[config.mk]
export PLATFORM = sky130hd
export DESIGN_NAME = bdaef_filter
export DESIGN_NICKNAME = d
export VERILOG_FILES = /design/src/shared/bdaef_pkg.sv /design/src/design/bdaef_filter.sv
export SDC_FILE = /design/constraint.sdc
export NUM_CORES = 1
export LEC_CHECK = 0
export BUFFER_PORTS_ARGS = -buffer_cell sky130_fd_sc_hd__buf_2
export CORE_MARGIN = 2
export CORE_UTILIZATION = 40
export CTS_CLUSTER_SIZE = 20
export DETAILED_ROUTE_END_ITERATION = 10
export PLACE_DENSITY = 0.53
export SYNTH_ARGS = -nofsm -noshare
export SYNTH_HDL_FRONTEND = slang
export SYNTH_SLANG_ARGS = --single-unit
[constraint.sdc]
create_clock -name pclk -period 2.95 [get_ports pclk]
set_clock_uncertainty 0.1 [all_clocks]
set_input_delay 0.4425 -clock pclk [delete_from_list [all_inputs] [get_ports pclk]]
set_output_delay 0.4425 -clock pclk [all_outputs]
set_load 0.01 [all_outputs]
[src/shared/bdaef_pkg.sv]
// constants for the bus data activity event filter
// assumes an APB master and asynchronous bus indications
`default_nettype none
package bdaef_pkg;
    // *****************************************
    // register map
    // *****************************************
    localparam int         ADDR_W     = 8;
    localparam logic [7:0] SEL_A_OFS  = 8'h00;
    localparam logic [7:0] SEL_B_OFS  = 8'h04;
    localparam logic [7:0] CFG_OFS    = 8'h08;
    localparam logic [7:0] CNT0_OFS   = 8'h10;
    localparam logic [7:0] CNT_STRIDE = 8'h04;
    localparam int         NCNT       = 4;
    localparam int         NCNT_A     = 2;
    // *****************************************
    // selection register fields
    // *****************************************
    localparam int          EVSEL_LSB  = 25;
    localparam int          EVSEL_MSB  = 31;
    localparam int          MASK_LSB   = 9;
    localparam int          MASK_MSB   = 24;
    localparam logic [6:0]  EVSEL_CODE = 7'h17;
    localparam logic [31:0] SEL_WMASK  = 32'hffff_fe00;
    localparam logic [31:0] SEL_RST    = 32'h0000_0000;
    // *****************************************
    // activity categories, mask bit positions
    // *****************************************
    localparam int CAT_N       = 6;
    localparam int CAT_RDY_DRV = 0;
    localparam int CAT_RDY_OWN = 1;
    localparam int CAT_RDY_OTH = 2;
    localparam int CAT_BSY_DRV = 3;
    localparam int CAT_BSY_OWN = 4;
    localparam int CAT_BSY_OTH = 5;
    // *****************************************
    // counter configuration fields
    // *****************************************
    localparam int         CFG_W      = 8;
    localparam int         CFG_EN     = 0;
    localparam int         CFG_EDGE   = 1;
    localparam int         CFG_STRIDE = 2;
    localparam logic [7:0] CFG_RST    = 8'h00;
    localparam logic [31:0] CNT_RST   = 32'h0000_0000;
    // *****************************************
    // pin indices in the synchroniser
    // *****************************************
    localparam int PIN_N   = 4;
    localparam int PIN_RDY = 0;
    localparam int PIN_BSY = 1;
    localparam int PIN_DRV = 2;
    localparam int PIN_SMP = 3;
    // *****************************************
    // decoded register index
    // *****************************************
    localparam logic [2:0] REG_SEL_A = 3'h0;
    localparam logic [2:0] REG_SEL_B = 3'h1;
    localparam logic [2:0] REG_CFG   = 3'h2;
    localparam logic [2:0] REG_CNT0  = 3'h3;
    localparam logic [2:0] REG_NONE  = 3'h7;
endpackage
`default_nettype wire

[src/design/bdaef_filter.sv]
// bus data activity event filter with four counters behind APB
// assumes bus indications are asynchronous pins; master keeps APB rules
//
// Chosen here: the register offsets and the APB slave port.
`timescale 1ns/10ps
`default_nettype none
module bdaef_filter #(
    parameter int CW = 32
) (
    input  wire logic                        pclk,
    input  wire logic                        presetn,
    input  wire logic                        ce,
    input  wire logic                        psel,
    input  wire logic                        penable,
    input  wire logic                        pwrite,
    input  wire logic [bdaef_pkg::ADDR_W-1:0] paddr,
    input  wire logic [31:0]                 pwdata,
    output var  logic                        pready,
    output var  logic [31:0]                 prdata,
    output var  logic                        pslverr,
    input  wire logic                        data_ready_strobe,
    input  wire logic                        data_bus_reserved,
    input  wire logic                        data_self_driven,
    input  wire logic                        data_self_sampled
);
    import bdaef_pkg::*;

    // *****************************************
    // state
    // *****************************************
    typedef struct packed {
        logic [PIN_N-1:0]         sync1;
        logic [PIN_N-1:0]         sync2;
        logic [31:0]              sel_a;
        logic [31:0]              sel_b;
        logic [CFG_W-1:0]         cfg;
        logic [NCNT-1:0][CW-1:0]  cnt;
        logic [1:0]               prev_hit;
        logic                     pready;
        logic [31:0]              prdata;
        logic                     pslverr;
    } bdaef_state_type;

    bdaef_state_type st;
    bdaef_state_type next_st;

    // *****************************************
    // functions
    // *****************************************
    function automatic logic [CAT_N-1:0] categories(
        input logic [PIN_N-1:0] p
    );
        logic [CAT_N-1:0] c;
        c = '0;
        c[CAT_RDY_DRV] = p[PIN_RDY] & p[PIN_DRV];
        c[CAT_RDY_OWN] = p[PIN_RDY] & p[PIN_SMP];
        c[CAT_RDY_OTH] = p[PIN_RDY] & ~p[PIN_SMP];
        c[CAT_BSY_DRV] = p[PIN_BSY] & p[PIN_DRV];
        c[CAT_BSY_OWN] = p[PIN_BSY] & p[PIN_SMP];
        c[CAT_BSY_OTH] = p[PIN_BSY] & ~p[PIN_SMP];
        return c;
    endfunction

    function automatic logic select_hit(
        input logic [31:0]      sel,
        input logic [CAT_N-1:0] c
    );
        logic code_ok;
        code_ok = (sel[EVSEL_MSB:EVSEL_LSB] == EVSEL_CODE);
        return code_ok && (|(sel[MASK_LSB +: CAT_N] & c));
    endfunction

    function automatic logic [2:0] reg_index(
        input logic [ADDR_W-1:0] a
    );
        logic [2:0] r;
        r = REG_NONE;
        if (a == SEL_A_OFS) begin
            r = REG_SEL_A;
        end else if (a == SEL_B_OFS) begin
            r = REG_SEL_B;
        end else if (a == CFG_OFS) begin
            r = REG_CFG;
        end
        for (int i = 0; i < NCNT; i++) begin
            if (a == CNT0_OFS + CNT_STRIDE * 8'(i)) begin
                r = REG_CNT0 + 3'(i);
            end
        end
        return r;
    endfunction

    // *****************************************
    // decode and selection
    // *****************************************
    logic [CAT_N-1:0] cats;
    logic             hit_a;
    logic             hit_b;
    logic [2:0]       idx;
    logic             acc;
    logic             wr;
    logic [31:0]      rdata;

    assign cats  = categories(st.sync2);
    assign hit_a = select_hit(st.sel_a, cats);
    assign hit_b = select_hit(st.sel_b, cats);
    assign idx   = reg_index(paddr);
    assign acc   = psel & penable;
    assign wr    = acc & st.pready & pwrite;

    always_comb begin
        rdata = 32'h0000_0000;
        unique case (idx)
            REG_SEL_A: rdata = st.sel_a;
            REG_SEL_B: rdata = st.sel_b;
            REG_CFG:   rdata = 32'(st.cfg);
            REG_NONE:  rdata = 32'h0000_0000;
            default:   rdata = 32'(st.cnt[idx - REG_CNT0]);
        endcase
    end

    // *****************************************
    // next state
    // *****************************************
    always_comb begin
        logic h;
        logic prev;
        logic inc;
        h       = 1'b0;
        prev    = 1'b0;
        inc     = 1'b0;
        next_st = st;
        next_st.sync1 = {data_self_sampled, data_self_driven,
                         data_bus_reserved, data_ready_strobe};
        next_st.sync2 = st.sync1;
        next_st.prev_hit = {hit_b, hit_a};
        // counters 0,1 follow register a, 2,3 follow b
        for (int i = 0; i < NCNT; i++) begin
            h    = (i < NCNT_A) ? hit_a : hit_b;
            prev = (i < NCNT_A) ? st.prev_hit[0] : st.prev_hit[1];
            inc  = st.cfg[i*CFG_STRIDE+CFG_EN] &
                   (st.cfg[i*CFG_STRIDE+CFG_EDGE] ? (h & ~prev) : h);
            if (wr && idx == REG_CNT0 + 3'(i)) begin
                next_st.cnt[i] = CW'(pwdata);
            end else if (inc) begin
                next_st.cnt[i] = st.cnt[i] + CW'(1);
            end
        end
        if (wr && idx == REG_SEL_A) begin
            next_st.sel_a = pwdata & SEL_WMASK;
        end
        if (wr && idx == REG_SEL_B) begin
            next_st.sel_b = pwdata & SEL_WMASK;
        end
        if (wr && idx == REG_CFG) begin
            next_st.cfg = pwdata[CFG_W-1:0];
        end
        // answer one cycle into the access phase
        next_st.pready  = acc & ~st.pready;
        next_st.pslverr = acc & ~st.pready & (idx == REG_NONE);
        next_st.prdata  = (acc & ~st.pready & ~pwrite) ? rdata
                                                        : 32'h0000_0000;
    end

    always_ff @(posedge pclk or negedge presetn) begin
        if (!presetn) begin
            st          <= '0;
            st.sel_a    <= SEL_RST;
            st.sel_b    <= SEL_RST;
            st.cfg      <= CFG_RST;
            st.cnt      <= {NCNT{CW'(CNT_RST)}};
        end else if (ce) begin
            st <= next_st;
        end
    end

    assign pready  = st.pready;
    assign prdata  = st.prdata;
    assign pslverr = st.pslverr;
endmodule // bdaef_filter
`default_nettype wire

# Word-level counts from Yosys, hierarchy flattened
# Index checks and enable logic that the tools add are counted.
dict set report totals {
  ff_bits 226
  in_bits 50
  out_inout_bits 34
  wordCells 106
}
dict set report classes {
  addsub 5
  n_lt_le_gt_ge 1
  eq_ne 15
  mux 23
  bitwise 25
  reduce_logical 24
}
# cell n
set ops {}
lappend ops {{32-bit two-way mux} 10}
lappend ops {{32-bit by 1-bit adder with 32-bit output (second input constant)} 4}
lappend ops {{32-bit case mux with 4 select lines} 1}
lappend ops {{32-bit binary-select mux with 2-bit select} 1}
lappend ops {{8-bit by 5-bit == test with 1-bit output (second input constant)} 4}
lappend ops {{3-bit two-way mux} 7}
lappend ops {{1-bit bitwise AND} 18}
lappend ops {{7-bit by 5-bit == test with 1-bit output (second input constant)} 2}
lappend ops {{2-bit AND reduction} 7}
lappend ops {{6-bit bitwise AND} 2}
lappend ops {{3-bit == test (second input constant)} 4}
lappend ops {{6-bit OR reduction} 2}
lappend ops {{1-bit logical AND} 9}
lappend ops {{8-bit by 3-bit == test with 1-bit output (second input constant)} 1}
lappend ops {{8-bit by 4-bit == test with 1-bit output (second input constant)} 1}
lappend ops {{8-bit zero test} 1}
lappend ops {{2-bit nonzero test} 4}
lappend ops {{3-bit by 2-bit == test with 1-bit output (second input constant)} 2}
lappend ops {{1-bit NOT} 5}
lappend ops {{1-bit two-way mux} 4}
lappend ops {{3-bit by 1-bit == test with 1-bit output (second input constant)} 1}
lappend ops {{3-bit zero test} 1}
lappend ops {{3-bit less-than comparator (second input constant)} 1}
lappend ops {{3-bit by 2-bit subtractor with 3-bit output (second input constant)} 1}

# Longest topological paths before layout
dict set report depth {
  depth_word 13
  depth_mapped 13
  mapped_depth_nobuf 10
}

# Least setup slack after synthesis
# Ideal clock, no wire load.
dict set report synth_timing {
  path_type {input to register}
  startpoint {input port paddr[6] in the netlist's numbering}
  endpoint {register st, in the netlist prdata[13]}
  setup_time_ns 0.088
  t_arrival_ns 3.459
  required_time_ns 2.762
  path_slack_ns -0.697
  cell_stages 13
  n_path_buf 4
  path_cell_list {or4_4 nor4_4 buf_6 buf_12 inv_1 ha_1 or3_1 or4_1 a21oi_2 buf_6 buf_6 nand2_1 o221ai_2}
}
dict set report synth_between {
  elab_chain_len 13
  elab_cells_between_ends 23
  classes_between {add/sub (1); eq/ne (9); mux (11); reduce/logical (2)}
}
# item line
set synth_rtl {}
lappend synth_rtl {{start: declaration} bdaef_filter.sv:16} ;# input wire logic [bdaef_pkg::ADDR_W-1:0] paddr,
lappend synth_rtl {{8-bit by 4-bit == test with 1-bit output} bdaef_filter.sv:82} ;# end else if (a == CFG_OFS) begin
lappend synth_rtl {{3-bit two-way mux} bdaef_filter.sv:82}
lappend synth_rtl {{3-bit two-way mux} bdaef_filter.sv:80} ;# end else if (a == SEL_B_OFS) begin
lappend synth_rtl {{3-bit two-way mux} bdaef_filter.sv:78} ;# if (a == SEL_A_OFS) begin
lappend synth_rtl {{3-bit two-way mux (3 in series)} bdaef_filter.sv:86} ;# if (a == CNT0_OFS + CNT_STRIDE * 8'(i)) begin
lappend synth_rtl {{3-bit two-way mux (*)} bdaef_filter.sv:86}
lappend synth_rtl {{3-bit by 2-bit subtractor with 3-bit output} bdaef_filter.sv:118} ;# default: rdata = 32'(st.cnt[idx - REG_CNT0]);
lappend synth_rtl {{32-bit binary-select mux with 2-bit select} bdaef_filter.sv:118}
lappend synth_rtl {{32-bit two-way mux (implied by the code)} bdaef_filter.sv:118}
lappend synth_rtl {{32-bit case mux with 4 select lines (*)} bdaef_filter.sv:113} ;# unique case (idx)
lappend synth_rtl {{32-bit two-way mux (*)} bdaef_filter.sv:161} ;# next_st.prdata = (acc & ~st.pready & ~pwrite) ? rdata
lappend synth_rtl {{end signal: assignment} bdaef_filter.sv:173} ;# st <= next_st;
lappend synth_rtl {{end: declaration} bdaef_filter.sv:44} ;# bdaef_state_type st;
# Every way passes the cells marked *; elsewhere a longest branch is shown, timed or not. The select of a mux whose other input is x is not followed.
# A chain may end at the register's enable or synchronous reset.

# Final worst setup path
dict set report layout_timing {
  startpoint {register st[238] in the netlist's numbering}
  endpoint {register st[79] in the netlist's numbering}
}
dict set report layout_between {
  elab_chain_len 9
  elab_cells_between_ends 10
  classes_between {mux (1); bitwise (5); reduce/logical (4)}
}
# item line
set layout_rtl {}
lappend layout_rtl {{1-bit bitwise AND, on equally long branches} {bdaef_filter.sv:55, bdaef_filter.sv:58}}
lappend layout_rtl {{6-bit bitwise AND (*)} bdaef_filter.sv:70} ;# return code_ok && (|(sel[MASK_LSB +: CAT_N] & c));
lappend layout_rtl {{6-bit OR reduction (*)} bdaef_filter.sv:70}
lappend layout_rtl {{1-bit logical AND (*)} bdaef_filter.sv:70}
lappend layout_rtl {{1-bit bitwise AND} bdaef_filter.sv:142} ;# (st.cfg[i*CFG_STRIDE+CFG_EDGE] ? (h & ~prev) : h);
lappend layout_rtl {{1-bit two-way mux (*)} bdaef_filter.sv:142}
lappend layout_rtl {{1-bit bitwise AND (*)} bdaef_filter.sv:141} ;# inc = st.cfg[i*CFG_STRIDE+CFG_EN] &
lappend layout_rtl {{2-bit nonzero test (no line) (*)} --}
lappend layout_rtl {{2-bit AND reduction (no line) (*)} --}
# Every way passes the cells marked *; elsewhere a longest branch is shown, timed or not.

==> results.cfg <==
[run_status]
status = completed

[cts]
cts_tree = yes
cts_made_buffers = 28
path_clk_slew_ns = 0.06
clk_path_buf_depth = 3
postCtsSetupRepairBufs = 0
ctsResizeCount = 0
clock-root-buffer = clkbuf_16
cts.sinks = 226
clk_latency_ns = 0.57
h-tree-depth = 1

[global_route]
grt_pass1_vias = 12849
track_usage_pct = 27.0
grt_max_degree = 70
grt_pass1_wl_um = 79500
grt_antenna_before_repair = 0
grt_overflow_total = 0

[floorplan]
die_y_um = 195
die_w_um = 195
ioPinCount = 84
initial_core_util_pct = 40.3
die-area_um2 = 38100
coreArea_um2 = 36300
std_cell_rows = 70

[power_and_ir_drop]
finalPower_mw = 7.22
pwr-share-clk_pct = 51.4
swShare_pct = 24.0
powerDensity_nw_per_um2 = 422
leakagePower_nw = 7.21
combPwrFrac_pct = 4.9
switching_power_mw = 1.73
seqPwrFrac_pct = 43.7
internal_power_mw = 5.48
ir_worst_vdd_v = 0.000299

[sta]
rsz0062_at_grt = false
finalHoldViolCount = 0
finalSetupViolCount = 0
fin_crit_sh_pct = 91.7
max_freq_mhz = 370
setup_ws_ns = 0.245
layout_min_cycle_time_ns = 2.70
tightest_slew_ns = 0.909
hold_slack_ns = 0.0282
timing.slew.headroom_pct = 39.3
drv_slew = 0

[worst_hold_path]
hold_path_class = input port to flop

[synth]
yosysSeqAreaShare_pct = 38.7
synth_edf_count = 0
syn_nets = 1551
ys_seq_elements = 226
yosys-top-cells-count = 226 x dfrtp_1, 95 x nand2_1, 79 x a21oi_1
ys.flop_type = dfrtp_1
ys_types = 81
synth.largest_area_cell = dfrtp_1
ys_warn_count = 0
synth_cells = 1493
synth.area.top_cells = dfrtp_1 39%, mux4_1 5.6%, mux2_2 4.8%
async_flop_share_pct = 100
yosysMostFrequentCell = dfrtp_1
yosysTopAreaCellShare_pct = 38.7
syn_area_per_cell_um2 = 9.79
synth_area_um2 = 14600

[setup_path]
critPathLaunchType = flop
crit_type = flop to flop
critPathMaxFanout = 16
endpoint_kind = flop
cp.arrival_ns = 3.10
crit_required_ns = 3.34

[place]
gp_congestion = 0.973
place_ws_ns = -0.305
dp_hpwl_um = 38100
portBuffers = 83

[route]
drc = 0
wl_um = 51900
drtAntennaViolNets = 0
via_per_inst = 6.51
drt_pass1_iterations = 8
drt_iter0_markers = 1633
num_vias = 13478
wl_per_cell_um = 25.1

[final_layout]
syn2layout_area_growth_pct = 17.0
antenna_cells = 0
drive_above_1_share_pct = 23.6
fin_nets = 1639

[flow_run]
maxCapViolCount = 0
cell type report:
class | instances | area, um^2
inverter | 57 | 216
tap | 468 | 586
sequential | 226 | 5660
timing repair buffer | 213 | 1700
multi-input combinational | 1055 | 7970
clock buffer | 37 | 766
clock inverter | 14 | 201
fill | 3411 | 19200
metrics by stage:
step	instances	util, %	setup TNS [ns]	cell area, um^2
4_1_cts	2070	47.1	0	17100
6_report	2070	47.1	0	17100
3_5_place_dp	2016	44.4	-15.06	16100
3_3_place_gp	2016	44.4	-13.97	16100
2_1_floorplan	1493	-	-34.60	14800
5_1_grt	2070	47.1	0	17100
path summary, 6_finish.rpt:
path	startpoint	to	slack, ns	cells past startpoint
setup / recovery	st[238]	st[79]	0.25	6
hold / removal	data_ready_strobe	next_st[236]	0.03	2
setup reg to reg	st[238]	st[79]	0.25	6
hold reg to reg	next_st[237]	st[237]	0.41	1
max in group asynchronous	presetn	st[84]	1.46	3
min in group asynchronous	presetn	next_st[236]	0.32	2
cells in the final DEF, fill, tap and decap left out, types with 35 or more instances in the layout:
cell,instances
a21oi_1,77
a22oi_1,49
a31oi_1,45
and3_1,40
buf_2,81
buf_4,105
dfrtp_1,226
inv_1,55
mux2_2,62
nand2_1,89
nand3_1,46
nand4_1,39
nor2_1,77
nor3_1,35
o22ai_1,51
per-layer routing:
layer  track usage (%)  routed length [um]  up-vias
li1                  -                   -     6010
met1              40.2               23400     6741
met2              40.8               22700      644
met3              3.85                4390       83
met4              8.00                1320        0
met5                 0                   0        -
worst max-delay path, stage by stage (launching register included):
cell and delay, ns:
dfrtp_1 0.42, a22o_1 0.24, a222oi_1 0.48, buf_4 0.32, nor3_2 0.10, nor2_2 0.69
o22a_1 0.28
power by group through the flow:
stage | sequential, mW | clock (mW) | combinational [mW]
after floorplan | 3.20 | 0 | 0.125
after global placement | 3.21 | 0 | 0.352
after detailed placement | 3.21 | 0 | 0.356
after CTS | 3.15 | 3.77 | 0.360
after global routing | 3.15 | 3.90 | 0.386
final | 3.15 | 3.71 | 0.357
cell families (layout without fill, tap and decap cells):
group	Yosys count	after routing	synth area share, %
compound gates	473	473	24.5
flops	226	226	38.7
xor+xnor	1	1	0.0599
mux	95	95	10.6
fa+ha+maj	9	9	0.762
buf+inv	212	321	7.36
simple gates	477	477	18.1
registers in the layout, indices dropped and copies added, names as in the netlist:
register / flops
next_st: 4
st: 188
pready: 1
prdata: 32
pslverr: 1
what timing repair did:
item / CTS / global route
setup endpoints to repair: 0 / 0
hold endpoints to repair: 62 / 0
hold buffers: 3 / 0
No activity file was read; power rests on OpenSTA's default activity.
